<file path="config.mk">
export PLATFORM = sky130hd
export DESIGN_NAME = las_seq
export DESIGN_NICKNAME = d
export VERILOG_FILES = /design/src/verilog/las_pkg.sv /design/src/verilog/las_seq.sv /design/src/verilog/las_sync.sv /design/src/verilog/las_timer.sv
export SDC_FILE = /design/constraint.sdc
export NUM_CORES = 1
export LEC_CHECK = 0
export ABC_CLOCK_PERIOD_IN_PS = 4500
export BUFFER_PORTS_ARGS = -buffer_cell sky130_fd_sc_hd__buf_2
export CORE_MARGIN = 1.5
export CORE_UTILIZATION = 35
export CTS_CLUSTER_SIZE = 24
export DETAILED_ROUTE_END_ITERATION = 16
export PLACE_DENSITY = 0.54
export RECOVER_POWER = 50
export SYNTH_ARGS = -nofsm -noshare
export SYNTH_HDL_FRONTEND = slang
export SYNTH_SLANG_ARGS = --single-unit
</file>
<file path="constraint.sdc">
create_clock -name pclk -period 4.5 [get_ports pclk]
set_input_delay 1.125 -clock pclk [delete_from_list [all_inputs] [get_ports pclk]]
set_output_delay 1.125 -clock pclk [all_outputs]
set_load 0.01 [all_outputs]
</file>
<file path="src/verilog/las_pkg.sv">
// constants and types shared by the label applicator sequencer
package las_pkg;
	localparam int unsigned CLK_HZ = 100_000_000;
	// timing figures in milliseconds, then derived cycle counts
	localparam int unsigned START_LOCKOUT_MS = 2500;
	localparam int unsigned START_DELAY_MS = 2500;
	localparam int unsigned MOVE_TIMEOUT_MS = 2000;
	localparam int unsigned START_LOCKOUT_CYC = START_LOCKOUT_MS * (CLK_HZ / 1000);
	localparam int unsigned START_DELAY_CYC = START_DELAY_MS * (CLK_HZ / 1000);
	localparam int unsigned MOVE_TIMEOUT_CYC = MOVE_TIMEOUT_MS * (CLK_HZ / 1000);
	localparam int unsigned TMR_W = 32;
	localparam int unsigned PEEL_W = 16;
	// apb register byte offsets
	localparam logic [7:0] REG_CTRL = 8'h00;
	localparam logic [7:0] REG_STATUS = 8'h04;
	localparam logic [7:0] REG_PEEL_CFG = 8'h08;
	localparam logic [7:0] REG_PEEL_JOB = 8'h0c;
	localparam logic [7:0] REG_PEEL_EFF = 8'h10;
	localparam logic [7:0] REG_LOCKOUT = 8'h14;
	localparam logic [7:0] REG_DELAY = 8'h18;
	// ctrl fields
	localparam int unsigned CTRL_JOB = 0;
	localparam int unsigned CTRL_APPLY_FIRST = 1;
	localparam int unsigned CTRL_CLR_ERR = 2;
	// status fields
	localparam int unsigned ST_HOST_STOP = 0;
	localparam int unsigned ST_MOVE_ERR = 1;
	localparam int unsigned ST_STOPPED = 2;
	localparam int unsigned ST_HOLD = 3;
	localparam int unsigned ST_FAULT = 4;
	localparam int unsigned ST_STATE = 8;

	typedef enum logic [7:0] {
		LAS_IDLE = 8'b0000_0001,
		LAS_WAIT = 8'b0000_0010,
		LAS_PRINT = 8'b0000_0100,
		LAS_PICK = 8'b0000_1000,
		LAS_DOWN = 8'b0001_0000,
		LAS_PLACE = 8'b0010_0000,
		LAS_UP = 8'b0100_0000,
		LAS_HALT = 8'b1000_0000
	} las_state_e;
endpackage

</file>
<file path="src/verilog/las_seq.sv">
// label applicator sequencer with apb registers
// Overview of operation
// - no job: feed key feeds, vacuum and air
// - label picked: air off, vacuum kept
// - test mode key: lower, place, return
// - with job, key alternates half cycles
// - first half: print one, air until pick
// - second half: lower, sense, drop, raise
// - peel is configured plus job value
// - stop still finishes print and pick
// - stop aborts process, pad returns home
// - after stop ignore controller inputs
// - stop during lower, place or raise flags host stop
// - apply-first: start lowers pad first
// - print-first mode ignores first-label
// - printer fault opens fault output
// - after fault clears, reprint last label
// - starts inside lockout are ignored
// - start delay before process begins
// - cylinder timeout aborts with error
//
// Decided for this implementation: the register offsets and the APB interface to the registers.
`timescale 1ns/10ps
module las_seq import las_pkg::*; (
	// clock, reset, enable
	input wire logic pclk,
	input wire logic presetn,
	input wire logic ce,
	// apb slave
	input wire logic psel,
	input wire logic penable,
	input wire logic pwrite,
	input wire logic [7:0] paddr,
	input wire logic [31:0] pwdata,
	output logic [31:0] prdata,
	output logic pready,
	output logic pslverr,
	// plant controller pins
	input wire logic cycle_start_input,
	input wire logic cycle_stop_input,
	input wire logic first_label_request,
	output logic printer_fault_output,
	// local keys, printer status and pad sensor pins
	input wire logic feed_key,
	input wire logic predispense_key,
	input wire logic printer_error,
	input wire logic label_done,
	input wire logic position_sensor,
	input wire logic pad_home,
	// actuators
	output logic print_go,
	output logic vacuum_on,
	output logic air_on,
	output logic cylinder_down,
	output logic [PEEL_W-1:0] peel_position
);
	typedef struct packed {
		las_state_e st;
		logic job;
		logic apply_first;
		logic [PEEL_W-1:0] peel_cfg;
		logic [PEEL_W-1:0] peel_job;
		logic [TMR_W-1:0] lockout;
		logic [TMR_W-1:0] delay;
		logic half;
		logic hold;
		logic stopped;
		logic host_stop;
		logic move_err;
		logic reprint;
		logic print_cycle;
		logic test;
		logic [3:0] prev;
		logic [31:0] prdata;
		logic pready;
		logic pslverr;
		logic fault;
		logic print_go;
		logic vacuum;
		logic air;
		logic down;
		logic [PEEL_W-1:0] peel;
	} las_s;

	las_s r, next_r;
	logic s_start, s_stop, s_first, s_feed, s_key, s_err, s_done;
	logic s_pos, s_home;
	logic lock_ld, dly_ld, mv_ld, lock_busy, dly_busy, mv_busy;

	// every controller, key, printer and sensor pin is brought onto pclk before use; apb pins are used directly
	// sensor synchronisers
	las_sync #(.W(9)) u_sync (
		.pclk(pclk),
		.presetn(presetn),
		.ce(ce),
		.d({cycle_start_input, cycle_stop_input, first_label_request,
			feed_key, predispense_key, printer_error, label_done,
			position_sensor, pad_home}),
		.q({s_start, s_stop, s_first, s_feed, s_key, s_err, s_done,
			s_pos, s_home})
	);

	// lockout and delay reload from their registers on an accepted start
	las_timer u_lock (.pclk(pclk), .presetn(presetn), .ce(ce),
		.load(lock_ld), .value(r.lockout), .busy(lock_busy));
	las_timer u_dly (.pclk(pclk), .presetn(presetn), .ce(ce),
		.load(dly_ld), .value(r.delay), .busy(dly_busy));
	// fixed move timeout so a stuck cylinder cannot hang the pad
	las_timer u_mv (.pclk(pclk), .presetn(presetn), .ce(ce),
		.load(mv_ld), .value(MOVE_TIMEOUT_CYC), .busy(mv_busy));

	function automatic logic rise(input logic now, input logic was);
		return now & ~was;
	endfunction

	always_comb begin
		logic wr, rd, st_rise, key_rise, feed_rise, first_rise;
		wr = 1'b0;
		rd = 1'b0;
		st_rise = 1'b0;
		key_rise = 1'b0;
		feed_rise = 1'b0;
		first_rise = 1'b0;
		next_r = r;
		lock_ld = 1'b0;
		dly_ld = 1'b0;
		mv_ld = 1'b0;
		next_r.prev = {s_start, s_key, s_feed, s_first};
		st_rise = rise(s_start, r.prev[3]);
		key_rise = rise(s_key, r.prev[2]);
		feed_rise = rise(s_feed, r.prev[1]);
		first_rise = rise(s_first, r.prev[0]);

		// apb: zero wait states, answer in the access cycle
		wr = psel & penable & pwrite;
		rd = psel & ~penable & ~pwrite;
		next_r.pready = psel & ~penable;
		next_r.pslverr = 1'b0;
		if (psel && !penable) begin
			next_r.pslverr = (paddr[1:0] != 2'b00) || (paddr > REG_DELAY);
		end
		if (rd) begin
			case (paddr)
			REG_CTRL:
				next_r.prdata = {30'h0, r.apply_first, r.job};
			REG_STATUS:
				next_r.prdata = {16'h0, r.st, 3'h0, r.fault, r.hold,
					r.stopped, r.move_err, r.host_stop};
			REG_PEEL_CFG:
				next_r.prdata = {16'h0, r.peel_cfg};
			REG_PEEL_JOB:
				next_r.prdata = {16'h0, r.peel_job};
			REG_PEEL_EFF:
				next_r.prdata = {16'h0, r.peel};
			REG_LOCKOUT:
				next_r.prdata = r.lockout;
			REG_DELAY:
				next_r.prdata = r.delay;
			default:
				next_r.prdata = 32'h0000_0000;
			endcase
		end
		if (wr) begin
			case (paddr)
			REG_CTRL: begin
				next_r.job = pwdata[CTRL_JOB];
				next_r.apply_first = pwdata[CTRL_APPLY_FIRST];
				if (pwdata[CTRL_CLR_ERR]) begin
					next_r.host_stop = 1'b0;
					next_r.move_err = 1'b0;
					next_r.stopped = 1'b0;
				end
			end
			REG_PEEL_CFG:
				next_r.peel_cfg = pwdata[PEEL_W-1:0];
			REG_PEEL_JOB:
				next_r.peel_job = pwdata[PEEL_W-1:0];
			REG_LOCKOUT:
				next_r.lockout = pwdata;
			REG_DELAY:
				next_r.delay = pwdata;
			default: begin
			end
			endcase
		end

		next_r.peel = PEEL_W'(r.peel_cfg + r.peel_job);
		next_r.fault = s_err;
		if (s_err && (r.st == LAS_PRINT))
			next_r.reprint = 1'b1;

		case (r.st)
		LAS_IDLE: begin
			next_r.print_go = 1'b0;
			if (key_rise && !r.job && r.hold) begin
				next_r.test = 1'b1;
				next_r.st = LAS_DOWN;
				mv_ld = 1'b1;
			end else if ((feed_rise || key_rise) && !r.job && !r.hold) begin
				next_r.test = 1'b1;
				next_r.st = LAS_PRINT;
			end else if (key_rise && r.job) begin
				next_r.test = 1'b1;
				next_r.half = ~r.half;
				next_r.st = r.half ? LAS_DOWN : LAS_PRINT;
				mv_ld = r.half;
			end else if (first_rise && r.apply_first && !r.hold
				&& !r.stopped) begin
				next_r.test = 1'b0;
				next_r.st = LAS_PRINT;
			end else if (st_rise && !lock_busy && !r.stopped) begin
				lock_ld = 1'b1;
				dly_ld = 1'b1;
				next_r.test = 1'b0;
				next_r.st = LAS_WAIT;
			end
		end
		LAS_WAIT: begin
			if (!dly_busy) begin
				if (r.apply_first) begin
					next_r.st = LAS_DOWN;
					mv_ld = 1'b1;
				end else
					next_r.st = LAS_PRINT;
			end
		end
		LAS_PRINT: begin
			if (!s_err) begin
				next_r.print_go = 1'b1;
				next_r.vacuum = 1'b1;
				next_r.air = 1'b1;
				next_r.print_cycle = 1'b1;
				next_r.reprint = 1'b0;
				next_r.st = LAS_PICK;
			end
		end
		LAS_PICK: begin
			next_r.print_go = 1'b0;
			// fault during pick-up: print the label again
			if (s_err) begin
				next_r.reprint = 1'b1;
				next_r.st = LAS_PRINT;
			end else if (s_done) begin
				next_r.air = 1'b0;
				next_r.hold = 1'b1;
				next_r.print_cycle = 1'b0;
				next_r.st = (r.apply_first || r.test || r.stopped)
					? LAS_IDLE : LAS_DOWN;
				mv_ld = !(r.apply_first || r.test || r.stopped);
			end
		end
		LAS_DOWN: begin
			next_r.down = 1'b1;
			if (s_pos) begin
				next_r.st = LAS_PLACE;
			end else if (!mv_busy && !mv_ld) begin
				next_r.move_err = 1'b1;
				next_r.down = 1'b0;
				next_r.st = LAS_HALT;
				mv_ld = 1'b1;
			end
		end
		LAS_PLACE: begin
			next_r.vacuum = 1'b0;
			next_r.hold = 1'b0;
			next_r.down = 1'b0;
			next_r.st = LAS_UP;
			mv_ld = 1'b1;
		end
		LAS_UP: begin
			if (s_home) begin
				next_r.st = (r.apply_first && !r.test) ? LAS_PRINT
					: LAS_IDLE;
			end else if (!mv_busy && !mv_ld) begin
				next_r.move_err = 1'b1;
				next_r.st = LAS_IDLE;
			end
		end
		LAS_HALT: begin
			next_r.down = 1'b0;
			if (s_home || (!mv_busy && !mv_ld))
				next_r.st = LAS_IDLE;
		end
		default:
			next_r.st = LAS_IDLE;
		endcase

		// keys run test operations, so stop leaves those alone
		// stop waits out print and pick
		if (s_stop && !r.stopped && !r.test) begin
			next_r.stopped = 1'b1;
			if (r.st == LAS_DOWN || r.st == LAS_PLACE || r.st == LAS_UP)
				next_r.host_stop = 1'b1;
			if (r.st == LAS_WAIT || r.st == LAS_DOWN) begin
				next_r.down = 1'b0;
				next_r.st = LAS_HALT;
				mv_ld = 1'b1;
			end
		end
	end

	always_ff @(posedge pclk or negedge presetn) begin
		if (!presetn) begin
			r <= '0;
			r.st <= LAS_IDLE;
			// slow defaults until software shortens the timing
			r.lockout <= START_LOCKOUT_CYC;
			r.delay <= START_DELAY_CYC;
		end else if (ce) begin
			r <= next_r;
		end
	end

	assign prdata = r.prdata;
	assign pready = r.pready;
	assign pslverr = r.pslverr;
	assign printer_fault_output = r.fault;
	assign print_go = r.print_go;
	assign vacuum_on = r.vacuum;
	assign air_on = r.air;
	assign cylinder_down = r.down;
	assign peel_position = r.peel;
endmodule // las_seq

</file>
<file path="src/verilog/las_sync.sv">
// two flip-flop synchroniser for a group of pin levels
`timescale 1ns/10ps
module las_sync import las_pkg::*; #(
	parameter int unsigned W = 1
) (
	// clock and reset
	input wire logic pclk,
	input wire logic presetn,
	input wire logic ce,
	// levels
	input wire logic [W-1:0] d,
	output logic [W-1:0] q
);
	logic [W-1:0] meta;

	always_ff @(posedge pclk or negedge presetn) begin
		if (!presetn) begin
			meta <= '0;
			q <= '0;
		end else if (ce) begin
			meta <= d;
			q <= meta;
		end
	end
endmodule // las_sync

</file>
<file path="src/verilog/las_timer.sv">
// down counter with load and expiry flag
`timescale 1ns/10ps
module las_timer import las_pkg::*; (
	// clock and reset
	input wire logic pclk,
	input wire logic presetn,
	input wire logic ce,
	// control
	input wire logic load,
	input wire logic [TMR_W-1:0] value,
	output logic busy
);
	logic [TMR_W-1:0] cnt;

	always_ff @(posedge pclk or negedge presetn) begin
		if (!presetn) begin
			cnt <= '0;
		end else if (ce) begin
			if (load)
				cnt <= value;
			else if (cnt != '0)
				cnt <= cnt - 1'b1;
		end
	end

	assign busy = (cnt != '0);
endmodule // las_timer
</file>
==> impl_table.tex, run 1 <==
\begin{tabular}{lr}
\hline
Metric & Value \\
\hline
\multicolumn{2}{l}{\textbf{CTS}} \\
Root buffer selected by CTS & sky130\_fd\_sc\_hd\_\_clkbuf\_16 \\
Hold-fix buffer count after cts & 0 \\
Number of H-tree branching levels & 2 \\
Clock Path Buffers & 3 \\
Cts repair resizes & 0 \\
Clock insertion delay at the later pin of the skew report & approximately 0.55 ns \\
Number of sinks driven by the clock tree & around 290 \\
TritonCTS clock tree & built \\
Number of post-CTS setup repair buffers & 0 \\
CTS buffer count & 35 \\
Clock slew at the register clock pins of the worst setup and hold paths & 0.06 ns \\
\multicolumn{2}{l}{\textbf{Power}} \\
Peak ir drop on the vdd network & 0.236 mV \\
Power density over cell area & around 420 mW/mm2 \\
Leakage component of the power & 7.67 nW \\
\multicolumn{2}{l}{\textbf{Timing}} \\
Transition time of the tightest slew-check pin & around 3.1 ns \\
Aggregate negative setup slack & 0 ns \\
Number of setup violations in the final report & 0 \\
Final worst clock skew & 0.0266 ns \\
Setup repair after global routing missed its margin & false \\
Portion of the clock cycle consumed by the worst path in the final layout & 0.821 \\
F\_max & between 200 and 300 MHz \\
Final critical delay including setup and external delays & 3.69 ns \\
Endpoints failing hold & 0 \\
Rel. slew slack & -1.08 \\
Max-slew violation total from the final report & 114 \\
\multicolumn{2}{l}{\textbf{Placement}} \\
Instance area after placement & 0.0161 mm2 \\
Detailed placement HPWL & $\sim$31 mm \\
Placed insts & 2152 \\
Placer Congestion & roughly 0.85 \\
Number of buffers added on ports & 109 \\
\multicolumn{2}{l}{\textbf{Drt}} \\
Starting DRC count in detailed routing & between 800 and 900 \\
DRC errors left & 0 \\
Routed via count & 12363 \\
Wire length reported by the detailed router & 44.9 mm \\
Post-route ant nets & 0 \\
Routed length per instance & between 20 and 25 um \\
Via-per-instance ratio & $\sim$5.6 \\
Drt first pass iters & 6 \\
\multicolumn{2}{l}{\textbf{Synth}} \\
Synth Net Count & 1635 \\
Mapped cell area & 0.0152 mm2 \\
Total of flip-flops plus latches after synthesis & 285 \\
Count of flip-flops with a built-in enable after synthesis & 0 \\
Main area contributors after synthesis & sky130\_fd\_sc\_hd\_\_dfrtp\_1, sky130\_fd\_sc\_hd\_\_mux2\_2, sky130\_fd\_sc\_hd\_\_o21ai\_0, sky130\_fd\_sc\_hd\_\_dfstp\_2, sky130\_fd\_sc\_hd\_\_a21oi\_1 \\
Post-synthesis async set-or-reset flop share & 1.00 \\
Prevailing post-synth register cell & sky130\_fd\_sc\_hd\_\_dfrtp\_1 \\
Gate count after technology mapping & 1559 \\
Post-synth top area cell & sky130\_fd\_sc\_hd\_\_dfrtp\_1 \\
Post-synthesis average cell area & 9.77 um2 \\
Unique masters post-synth & 74 \\
Share of the synthesized area in the top cell type & 0.424 \\
Yosys warns & 0 \\
Sequential element share of the synthesized area & 0.470 \\
\multicolumn{2}{l}{\textbf{Critical path}} \\
Required time of the critical path & 4.95 ns \\
Peak fanout along the critical path & 33 \\
Arrival time of the worst setup path & 4.15 ns \\
Crit end category & flip-flop \\
Launching element type of the critical path & flip-flop \\
WS Path Type & reg -> reg \\
\multicolumn{2}{l}{\textbf{Global route}} \\
Grt total ovfl & 0 \\
Wire length of the first global-routing pass & roughly 70 mm \\
Number of antenna violations at the first check in global routing & 0 \\
Via count of the first global-routing pass & 12065 \\
Overall Global Routing Usage & 0.204 \\
Largest net degree at the start of global routing & 116 \\
\multicolumn{2}{l}{\textbf{Floorplanning}} \\
Number of placement rows & 76 \\
Die boundary height & about 210 um \\
Die area & 0.0448 mm2 \\
Area of the placeable core & between 0.04 and 0.05 mm2 \\
\# IOs & 110 \\
Starting density of the core & 0.355 \\
Die boundary width & 212 um \\
\multicolumn{2}{l}{\textbf{Hold path}} \\
HP Class & reg -> reg \\
\multicolumn{2}{l}{\textbf{Outcome}} \\
Result of the run & finished with violations \\
Violated checks & max-capacitance violations, max-slew violations \\
\multicolumn{2}{l}{\textbf{Cells and area}} \\
Area Growth Syn to Fin & 12.6\% \\
Post-route standard cell area excluding fillers & 0.0172 mm2 \\
Count of placed standard cells in the final layout, fillers left out & 2216 \\
Share of post-route cells with drive strength above 1 & 0.231 \\
Number of antenna repair diodes & 0 \\
Number of inserted filler cells in the final layout & 4346 \\
Fin nets & around 1700 \\
\multicolumn{2}{l}{\textbf{Flow run}} \\
Max-capacitance violation count & 1 \\
\hline
\end{tabular}
-- synth_stat cells, types with 11 or more instances --
cell type,n
sky130_fd_sc_hd__o21ai_0,149
sky130_fd_sc_hd__ha_1,20
sky130_fd_sc_hd__nor4_1,21
sky130_fd_sc_hd__buf_2,19
sky130_fd_sc_hd__dfstp_2,27
sky130_fd_sc_hd__nor2_1,111
sky130_fd_sc_hd__nor3_1,47
sky130_fd_sc_hd__a22oi_1,53
sky130_fd_sc_hd__a21oi_1,116
sky130_fd_sc_hd__buf_4,48
sky130_fd_sc_hd__mux2_2,132
sky130_fd_sc_hd__o31ai_1,15
sky130_fd_sc_hd__nand2_1,144
sky130_fd_sc_hd__a221oi_1,11
sky130_fd_sc_hd__inv_1,27
sky130_fd_sc_hd__dfrtp_1,258
sky130_fd_sc_hd__xnor2_1,19
sky130_fd_sc_hd__a21o_1,11
sky130_fd_sc_hd__or3_1,14
sky130_fd_sc_hd__nand4_1,16
sky130_fd_sc_hd__nand3_1,42
sky130_fd_sc_hd__clkbuf_1,47
-- where the power goes --
part / total [mW] / switching, mW / internal [mW]
registers: 3.23 / 0.363 / 2.87
logic: 1.17 / 0.702 / 0.464
clock network: 2.76 / 1.12 / 1.64
total: 7.16 / 2.18 / 4.98
-- layout make-up --
class | count | area (um2) | area share
clock inverters | 7 | 77.6 | 0.00452
inverters | 27 | 101 | 0.00591
flip-flops and latches | 285 | 7170 | 0.418
clock buffers | 57 | 1040 | 0.0606
well taps | 585 | 732 | 0.0427
multi-input cells | 1120 | 7270 | 0.424
repair buffers | 135 | 761 | 0.0444
-- worst max-delay path: stages (launching register included) --
cell,delay (ns)
sky130_fd_sc_hd__dfstp_2,0.61
sky130_fd_sc_hd__or3b_2,0.48
sky130_fd_sc_hd__nor3_1,0.54
sky130_fd_sc_hd__nand3b_2,0.31
sky130_fd_sc_hd__nor3_4,0.59
sky130_fd_sc_hd__nor2_1,0.16
sky130_fd_sc_hd__nor2_4,0.15
sky130_fd_sc_hd__buf_4,0.38
sky130_fd_sc_hd__o21ai_0,0.16
sky130_fd_sc_hd__a22oi_1,0.20
-- cells by family (layout without fill, tap and decap cells) --
logic type | count (synthesis) | in the layout | share of synthesized area
compound gates | 446 | 446 | 0.181
xor+xnor | 25 | 25 | 0.0144
fa+ha+maj | 21 | 21 | 0.0177
buf+inv | 154 | 226 | 0.0528
flops | 285 | 285 | 0.470
mux | 134 | 134 | 0.0989
simple gates | 494 | 494 | 0.165
-- per-stage QoR --
step / total power, mW / utilization / hold WS, ns / worst slack [ns]
3_3_place_gp: 4.42 / 0.374 / 0.463 / 1.06
5_1_grt: 7.56 / 0.399 / 0.487 / 0.512
6_report: 7.16 / 0.399 / 0.473 / 0.807
3_5_place_dp: 4.43 / 0.374 / 0.466 / 1.02
4_1_cts: 7.25 / 0.400 / 0.476 / 1.14
2_1_floorplan: 4.01 / - / 0.442 / 1.70
-- state kept, by name (all words and copies together) (netlist names) --
| register | count |
|---|---|
| air_on | 1 |
| cylinder_down | 1 |
| peel_position | 16 |
| prdata | 32 |
| pready | 1 |
| print_go | 1 |
| printer_fault_output | 1 |
| pslverr | 1 |
| r | 116 |
| u_dly.cnt | 32 |
| u_lock.cnt | 32 |
| u_mv.cnt | 32 |
| u_sync.meta | 9 |
| u_sync.q | 9 |
| vacuum_on | 1 |
-- per-layer routing --
layer / vias to the layer above / share of wire / GRT usage / wire length, um
li1: 5793 / - / - / -
met4: 0 / 0.020 / 0.0534 / 876
met5: - / 0 / 0 / 0
met1: 6137 / 0.47 / 0.295 / 21100
met2: 371 / 0.45 / 0.313 / 20300
met3: 62 / 0.058 / 0.0356 / 2590
-- path summary, 6_finish.rpt --
check                           start             to  slack (ns)  cells after the start
hold reg to reg            prdata[19]     prdata[19]        0.47                      2
min in group asynchronous     presetn     prdata[26]        1.57                      1
setup reg to reg               r[165]  u_dly.cnt[26]        0.81                      9
setup / recovery               r[165]  u_dly.cnt[26]        0.81                      9
max in group asynchronous     presetn         r[146]        1.07                      1
hold / removal             prdata[19]     prdata[19]        0.47                      2
-- layout by cell type, fill, tap and decap left out, drive strengths merged, types with 5 or more instances in the layout --
cell	n
a21oi	116
o211ai	5
dfstp	27
nand2b	10
o21a	9
nand2	144
mux2	132
o41ai	8
xnor2	19
a222oi	5
buf	132
dfrtp	258
nand3	42
a21o	11
and2	6
a22oi	53
and4b	5
nor4	25
o21ai	156
inv	28
o22ai	7
xor2	6
a31oi	10
nand4	16
nand4b	5
o31ai	15
nor3	54
and3	8
clkbuf	60
a221oi	11
nand3b	10
ha	20
or3	14
or2	10
or4	9
nor2	112
a22o	8
nor2b	10
Power figures use the tool's default switching activity.
==> run 2, diff against run 1 <==
ABC_CLOCK_PERIOD_IN_PS = 3700   (was 4500)
clock period = 3.7 ns   (was 4.5 ns; I/O delays follow)
==> impl_table.tex, run 2 (synthesis gave the netlist of run 1 again) <==
\begin{tabular}{lr}
\hline
Metric & Value \\
\hline
\multicolumn{2}{l}{\textbf{Timing}} \\
Portion of the clock cycle consumed by the worst path in the final layout & 0.910 (was 0.821) \\
Number of setup violations in the final report & 0 (unchanged) \\
Final critical delay including setup and external delays & 3.37 ns (was 3.69 ns) \\
Rel. slew slack & -0.245 (was -1.08) \\
Endpoints failing hold & 0 (unchanged) \\
Worst hold slack & 0.469 ns (was 0.473 ns) \\
Final worst clock skew & 0.0216 ns (was 0.0266 ns) \\
Aggregate negative setup slack & 0 ns (unchanged) \\
Max-slew violation total from the final report & 72 (was 114) \\
Setup repair after global routing missed its margin & false (unchanged) \\
F\_max & 297 MHz (was 271 MHz) \\
Transition time of the tightest slew-check pin & 1.87 ns (was 3.12 ns) \\
Worst setup slack after layout & 0.334 ns (was 0.807 ns) \\
\multicolumn{2}{l}{\textbf{Floorplanning}} \\
Number of placement rows & 76 (unchanged) \\
Die boundary height & 212 um (unchanged) \\
Area of the placeable core & 0.0430 mm2 (unchanged) \\
Die boundary width & 212 um (unchanged) \\
\# IOs & 110 (unchanged) \\
Die area & 0.0448 mm2 (unchanged) \\
Starting density of the core & 0.355 (unchanged) \\
\multicolumn{2}{l}{\textbf{CTS}} \\
Clock slew at the register clock pins of the worst setup and hold paths & 0.06 ns (about the same) \\
Number of post-CTS setup repair buffers & 0 (unchanged) \\
Number of H-tree branching levels & 2 (unchanged) \\
Clock insertion delay at the later pin of the skew report & 0.53 ns (was 0.55 ns) \\
Hold-fix buffer count after cts & 0 (unchanged) \\
Root buffer selected by CTS & sky130\_fd\_sc\_hd\_\_clkbuf\_16 (unchanged) \\
Clock Path Buffers & 3 (unchanged) \\
Number of sinks driven by the clock tree & 285 (unchanged) \\
Cts repair resizes & 0 (unchanged) \\
TritonCTS clock tree & built (unchanged) \\
CTS buffer count & 35 (unchanged) \\
\multicolumn{2}{l}{\textbf{Flow run}} \\
Max-capacitance violation count & 1 (unchanged) \\
\multicolumn{2}{l}{\textbf{Critical path}} \\
Launching element type of the critical path & flip-flop (unchanged) \\
Required time of the critical path & 4.08 ns (was 4.95 ns) \\
Number of buffers and inverters on the critical path & 1 (unchanged) \\
WS Path Type & reg -> reg (unchanged) \\
Cell-by-cell listing of the critical path & inv\_1, ha\_1, or4b\_1, nor2b\_1, and4\_1, and3\_1, nor3\_4, nand2\_1, o41ai\_1, o31ai\_1 (was or3b\_2, nor3\_1, nand3b\_2, nor3\_4, nor2\_1, nor2\_4, buf\_4, o21ai\_0, a22oi\_1) \\
Setup slack of the most critical reg-to-reg path & 0.33 ns (was 0.81 ns) \\
Category of cells accounting for the largest share of critical-path delay & simple AND/OR/NAND/NOR gates (unchanged) \\
Longest individual stage delay on the worst path & 0.63 ns (was 0.61 ns) \\
Crit end category & flip-flop (unchanged) \\
Number of cells on the critical path & 10 (was 9) \\
Terminus of the critical flop-to-flop path & u\_mv.cnt[22] (was u\_dly.cnt[26]) \\
Arrival time of the worst setup path & 3.75 ns (was 4.15 ns) \\
Launching point of the worst reg2reg path & u\_dly.cnt[0] (was r[165]) \\
Register-to-Register Path Depth & 10 (was 9) \\
Peak fanout along the critical path & 18 (was 33) \\
Worst-path cell with the longest stage delay & sky130\_fd\_sc\_hd\_\_nor3\_4 (was sky130\_fd\_sc\_hd\_\_dfstp\_2) \\
\multicolumn{2}{l}{\textbf{Cells and area}} \\
Most flops, register & r (unchanged) \\
Share of post-route cells with drive strength above 1 & 0.234 (was 0.231) \\
Final Util & 0.400 (was 0.399) \\
Count of placed standard cells in the final layout, fillers left out & 2223 (was 2216) \\
Number of antenna repair diodes & 0 (unchanged) \\
Fin nets & 1688 (was 1680) \\
Number of flip-flops under the largest register name & 116 (unchanged) \\
Area Growth Syn to Fin & 12.7\% (was 12.6\%) \\
Leading cell type in the layout, fill and taps excluded & sky130\_fd\_sc\_hd\_\_dfrtp\_1 (unchanged) \\
Leading cell types in the layout, fill and taps excluded & sky130\_fd\_sc\_hd\_\_dfrtp\_1, sky130\_fd\_sc\_hd\_\_o21ai\_0, sky130\_fd\_sc\_hd\_\_nand2\_1 (unchanged) \\
\multicolumn{2}{l}{\textbf{Global route}} \\
Grt total ovfl & 0 (unchanged) \\
Via count of the first global-routing pass & 11846 (was 12065) \\
Overall Global Routing Usage & 0.199 (was 0.204) \\
Largest net degree at the start of global routing & 96 (was 116) \\
Wire length of the first global-routing pass & 69.3 mm (was 71.0 mm) \\
Number of antenna violations at the first check in global routing & 0 (unchanged) \\
\multicolumn{2}{l}{\textbf{Placement}} \\
Placer Congestion & 0.908 (was 0.854) \\
Number of buffers added on ports & 109 (unchanged) \\
Detailed placement HPWL & 31.1 mm (was 31.0 mm) \\
Placed insts & 2160 (was 2152) \\
Post-placement setup slack & 0.421 ns (was 1.02 ns) \\
\multicolumn{2}{l}{\textbf{Drt}} \\
Post-route ant nets & 0 (unchanged) \\
Wire length reported by the detailed router & 44.3 mm (was 44.9 mm) \\
Drt first pass iters & 5 (was 6) \\
Via-per-instance ratio & 5.55 (was 5.58) \\
Routed length per instance & 19.9 um (was 20.3 um) \\
Routed via count & 12345 (was 12363) \\
DRC errors left & 0 (unchanged) \\
Starting DRC count in detailed routing & 926 (was 815) \\
\multicolumn{2}{l}{\textbf{Hold path}} \\
Worst Min Path Start & prdata[25] (was prdata[19]) \\
Capture endpoint of the worst hold path & prdata[25] (was prdata[19]) \\
Worst hold path cell count & 2 (unchanged) \\
HP Class & reg -> reg (unchanged) \\
\multicolumn{2}{l}{\textbf{Outcome}} \\
Violated checks & max-capacitance violations, max-slew violations (unchanged) \\
Result of the run & finished with violations (unchanged) \\
\multicolumn{2}{l}{\textbf{Power}} \\
Peak ir drop on the vdd network & 0.249 mV (was 0.236 mV) \\
Leakage component of the power & 7.69 nW (was 7.67 nW) \\
Power density over cell area & 509 mW/mm2 (was 418 mW/mm2) \\
\hline
\end{tabular}
==> run 2: cell types whose count changed in the layout (fill, tap and decap cells not counted) <==
cell	previous run	this run
sky130_fd_sc_hd__buf_12	2	0
sky130_fd_sc_hd__buf_4	23	28
sky130_fd_sc_hd__clkbuf_16	36	37
sky130_fd_sc_hd__clkbuf_4	0	3
sky130_fd_sc_hd__clkbuf_8	6	3
sky130_fd_sc_hd__clkinv_2	3	5
sky130_fd_sc_hd__clkinv_4	0	1
sky130_fd_sc_hd__clkinv_8	1	0
sky130_fd_sc_hd__inv_6	1	2
sky130_fd_sc_hd__nor3_1	47	46
sky130_fd_sc_hd__nor3_4	3	4
==> run 2: where the power goes <==
part / switching (mW) / leakage (nW) / total [mW] / internal (mW)
Clock: 1.38 / 0.540 / 3.35 / 1.98
Sequential: 0.452 / 3.66 / 3.94 / 3.49
Combinational: 0.870 / 3.50 / 1.45 / 0.584
==> run 2: metal layers <==
| layer | vias up | routed length [um] | global-route usage |
|---|---|---|---|
| li1 | 5814 | - | - |
| met1 | 6193 | 21000 | 0.288 |
| met2 | 290 | 20400 | 0.313 |
| met3 | 48 | 2030 | 0.0298 |
| met4 | 0 | 793 | 0.0498 |
| met5 | - | 0 | 0 |
==> run 2: metrics by stage <==
step	area, um2	total power [mW]
after floorplan	15200	4.88
after global placement	16100	5.41
after detailed placement	16100	5.43
after CTS	17200	8.84
after global routing	17200	9.20
final	17200	8.75
==> run 2: worst max path at each step <==
| stage | startpoint | to | slack (ns) |
|---|---|---|---|
| final | u_dly.cnt[0] | u_mv.cnt[22] | 0.33 |
| after CTS | u_dly.cnt[0] | u_mv.cnt[22] | 0.41 |
| after global routing | u_dly.cnt[0] | u_mv.cnt[22] | 0.09 |
| after detailed placement | u_dly.cnt[0] | u_mv.cnt[22] | 0.42 |
| after floorplan | u_dly.cnt[0] | u_mv.cnt[20] | 1.03 |
| after global placement | u_dly.cnt[0] | u_mv.cnt[22] | 0.53 |
==> run 2: cell type report <==
| type | count | area, um2 |
|---|---|---|
| Clock buffer | 53 | 1020 |
| Multi-Input combinational cell | 1120 | 7280 |
| Sequential cell | 285 | 7170 |
| Tap cell | 585 | 732 |
| Inverter | 27 | 101 |
| Timing Repair Buffer | 143 | 788 |
| Clock inverter | 10 | 88.8 |
| Fill cell | 4301 | 25800 |
==> run 2: worst reg2reg max path, stage by stage (launching register included) <==
cell                      delay (ns)
sky130_fd_sc_hd__dfrtp_1        0.34
sky130_fd_sc_hd__inv_1          0.07
sky130_fd_sc_hd__ha_1           0.24
sky130_fd_sc_hd__or4b_1         0.23
sky130_fd_sc_hd__nor2b_1        0.07
sky130_fd_sc_hd__and4_1         0.33
sky130_fd_sc_hd__and3_1         0.27
sky130_fd_sc_hd__nor3_4         0.63
sky130_fd_sc_hd__nand2_1        0.45
sky130_fd_sc_hd__o41ai_1        0.49
sky130_fd_sc_hd__o31ai_1        0.13
==> run 3, diff against run 2 <==
BUFFER_PORTS_ARGS = not set   (was -buffer_cell sky130_fd_sc_hd__buf_2)
DONT_BUFFER_PORTS = 1   (was not set)
PLACE_DENSITY = 0.52   (was 0.54)
==> impl_table.tex, run 3 (synthesis gave the netlist of run 1 again) <==
\begin{tabular}{lr}
\hline
Metric & Value \\
\hline
\multicolumn{2}{l}{\textbf{Outcome}} \\
Result of the run & finished, final reports clean (was finished with violations) \\
\multicolumn{2}{l}{\textbf{Critical path}} \\
Launching point of the worst reg2reg path & u\_dly.cnt[0] (unchanged) \\
Critical path capture point & u\_mv.cnt[22] (unchanged) \\
Start point of the critical path & u\_dly.cnt[0] (unchanged) \\
Register-to-Register Path Depth & 11 (was 10) \\
Launching element type of the critical path & flip-flop (unchanged) \\
Crit end category & flip-flop (unchanged) \\
Peak fanout along the critical path & 10 (was 18) \\
Terminus of the critical flop-to-flop path & u\_mv.cnt[22] (unchanged) \\
Required time of the critical path & 4.12 ns (was 4.08 ns) \\
Arrival time of the worst setup path & 3.67 ns (was 3.75 ns) \\
Setup slack of the most critical reg-to-reg path & 0.45 ns (was 0.33 ns) \\
WS Path Type & reg -> reg (unchanged) \\
\multicolumn{2}{l}{\textbf{Drt}} \\
Starting DRC count in detailed routing & 923 (was 926) \\
DRC errors left & 0 (unchanged) \\
Routed wire length on met2 & 20.1 mm (was 20.4 mm) \\
Wire length on met1 & 20.6 mm (was 21.0 mm) \\
Routed length per instance & 21.1 um (was 19.9 um) \\
Met3 wire len & 2.59 mm (was 2.03 mm) \\
Uppermost signal routing layer after detailed routing & met4 (unchanged) \\
Wire length reported by the detailed router & 44.5 mm (was 44.3 mm) \\
Routed via count & 11882 (was 12345) \\
Via-per-instance ratio & 5.63 (was 5.55) \\
Post-route ant nets & 0 (unchanged) \\
Drt first pass iters & 6 (was 5) \\
\multicolumn{2}{l}{\textbf{Cells and area}} \\
Count of placed standard cells in the final layout, fillers left out & 2109 (was 2223) \\
Leading cell types in the layout, fill and taps excluded & sky130\_fd\_sc\_hd\_\_dfrtp\_1, sky130\_fd\_sc\_hd\_\_o21ai\_0, sky130\_fd\_sc\_hd\_\_nand2\_1 (unchanged) \\
Most flops, register & r (unchanged) \\
Area Growth Syn to Fin & 9.71\% (was 12.7\%) \\
Number of inserted filler cells in the final layout & 4323 (was 4301) \\
Fin nets & 1574 (was 1688) \\
Leading cell type in the layout, fill and taps excluded & sky130\_fd\_sc\_hd\_\_dfrtp\_1 (unchanged) \\
Multi-input logic area & 0.00728 mm2 (about the same) \\
Register area & 0.00717 mm2 (unchanged) \\
Final Util & 0.389 (was 0.400) \\
Post-route standard cell area excluding fillers & 0.0167 mm2 (was 0.0172 mm2) \\
Number of flip-flops under the largest register name & 116 (unchanged) \\
Share of post-route cells with drive strength above 1 & 0.180 (was 0.234) \\
\multicolumn{2}{l}{\textbf{Floorplanning}} \\
Die boundary height & 212 um (unchanged) \\
Starting density of the core & 0.355 (unchanged) \\
Number of placement rows & 76 (unchanged) \\
\# IOs & 110 (unchanged) \\
Area of the placeable core & 0.0430 mm2 (unchanged) \\
Die boundary width & 212 um (unchanged) \\
Die area & 0.0448 mm2 (unchanged) \\
\multicolumn{2}{l}{\textbf{CTS}} \\
CTS buffer count & 35 (unchanged) \\
Number of H-tree branching levels & 2 (unchanged) \\
Clock insertion delay at the later pin of the skew report & 0.55 ns (was 0.53 ns) \\
Number of post-CTS setup repair buffers & 0 (unchanged) \\
Clock Path Buffers & 3 (unchanged) \\
TritonCTS clock tree & built (unchanged) \\
Cts repair resizes & 0 (unchanged) \\
Clock slew at the register clock pins of the worst setup and hold paths & 0.07 ns (was 0.06 ns) \\
Root buffer selected by CTS & sky130\_fd\_sc\_hd\_\_clkbuf\_16 (unchanged) \\
Number of sinks driven by the clock tree & 285 (unchanged) \\
Hold-fix buffer count after cts & 0 (unchanged) \\
\multicolumn{2}{l}{\textbf{Placement}} \\
Instance area after placement & 0.0155 mm2 (was 0.0161 mm2) \\
Number of buffers added on ports & 0 (was 109) \\
Post-placement setup slack & 0.498 ns (was 0.421 ns) \\
Placer Congestion & 0.862 (was 0.908) \\
Placed insts & 2046 (was 2160) \\
Detailed placement HPWL & 29.9 mm (was 31.1 mm) \\
\multicolumn{2}{l}{\textbf{Global route}} \\
Number of antenna violations at the first check in global routing & 0 (unchanged) \\
Wire length of the first global-routing pass & 69.9 mm (was 69.3 mm) \\
Grt total ovfl & 0 (unchanged) \\
Via count of the first global-routing pass & 11584 (was 11846) \\
Overall Global Routing Usage & 0.202 (was 0.199) \\
Largest net degree at the start of global routing & 286 (was 96) \\
\multicolumn{2}{l}{\textbf{Power}} \\
Peak ir drop on the vdd network & 0.369 mV (was 0.249 mV) \\
Internal power & 6.24 mW (was 6.05 mW) \\
Fraction of power spent switching nets & 0.290 (was 0.308) \\
Power density over cell area & 526 mW/mm2 (was 509 mW/mm2) \\
Proportion of power drawn by flip-flops and latches & 0.446 (was 0.451) \\
Clock network fraction of total power & 0.407 (was 0.383) \\
Final Power & 8.79 mW (was 8.75 mW) \\
Combinational cell fraction of total power & 0.146 (was 0.166) \\
Leakage component of the power & 7.23 nW (was 7.69 nW) \\
Sw power & 2.55 mW (was 2.70 mW) \\
\multicolumn{2}{l}{\textbf{Timing}} \\
Rel. slew slack & 0.244 (was -0.245) \\
Final critical delay including setup and external delays & 3.25 ns (was 3.37 ns) \\
Aggregate negative setup slack & 0 ns (unchanged) \\
Portion of the clock cycle consumed by the worst path in the final layout & 0.878 (was 0.910) \\
Final worst clock skew & 0.0378 ns (was 0.0216 ns) \\
Max-slew violation total from the final report & 0 (was 72) \\
Worst hold slack & 0.100 ns (was 0.469 ns) \\
Endpoints failing hold & 0 (unchanged) \\
Transition time of the tightest slew-check pin & 1.13 ns (was 1.87 ns) \\
Worst setup slack after layout & 0.453 ns (was 0.334 ns) \\
F\_max & 308 MHz (was 297 MHz) \\
Number of setup violations in the final report & 0 (unchanged) \\
Setup repair after global routing missed its margin & false (unchanged) \\
\multicolumn{2}{l}{\textbf{Hold path}} \\
HP Class & in -> async (was reg -> reg) \\
\multicolumn{2}{l}{\textbf{Flow run}} \\
Max-capacitance violation count & 0 (was 1) \\
\hline
\end{tabular}
[run 3: layer usage]
metal	up-vias	track usage
met1	5961	0.283
met2	289	0.309
met3	65	0.0457
met4	0	0.0675
met5	-	0
li1	5567	-
[run 3: worst min-delay path by stage]
| stage | start | end | slack, ns |
|---|---|---|---|
| final | presetn | r[91] | 0.10 |
| after global routing | presetn | r[91] | 0.07 |
| after CTS | presetn | r[91] | 0.07 |
| after detailed placement | r[66] | r[66] | 0.47 |
| after global placement | u_mv.cnt[8] | u_mv.cnt[8] | 0.46 |
| after floorplan | u_mv.cnt[12] | u_mv.cnt[12] | 0.44 |
[run 3: final cells by class]
class / instances / share of cell area
multi-input cells: 1120 / 0.436
flip-flops and latches: 285 / 0.429
clock buffers: 55 / 0.0641
well taps: 585 / 0.0438
repair buffers: 29 / 0.0141
clock inverters: 7 / 0.00749
inverters: 27 / 0.00606
diodes: 1 / 0.000150
[run 3: power by group through the flow]
| stage | sequential [mW] | combinational, mW | clock (mW) |
|---|---|---|---|
| after floorplan | 3.82 | 1.05 | 0 |
| after global placement | 3.96 | 1.26 | 0 |
| after detailed placement | 3.97 | 1.28 | 0 |
| after CTS | 3.92 | 1.29 | 3.70 |
| after global routing | 4.00 | 1.46 | 3.81 |
| final | 3.92 | 1.29 | 3.58 |
[run 3: worst max-delay path, cell delays in order (launching register included)]
cell and delay [ns]:
sky130_fd_sc_hd__dfrtp_1 0.39, sky130_fd_sc_hd__inv_1 0.10, sky130_fd_sc_hd__ha_1 0.23, sky130_fd_sc_hd__or4b_1 0.53, sky130_fd_sc_hd__nor2b_1 0.18, sky130_fd_sc_hd__and4_1 0.36
sky130_fd_sc_hd__and3_1 0.27, sky130_fd_sc_hd__nor3_4 0.11, sky130_fd_sc_hd__buf_4 0.20, sky130_fd_sc_hd__a21o_1 0.28, sky130_fd_sc_hd__o31a_1 0.26, sky130_fd_sc_hd__o31ai_1 0.20
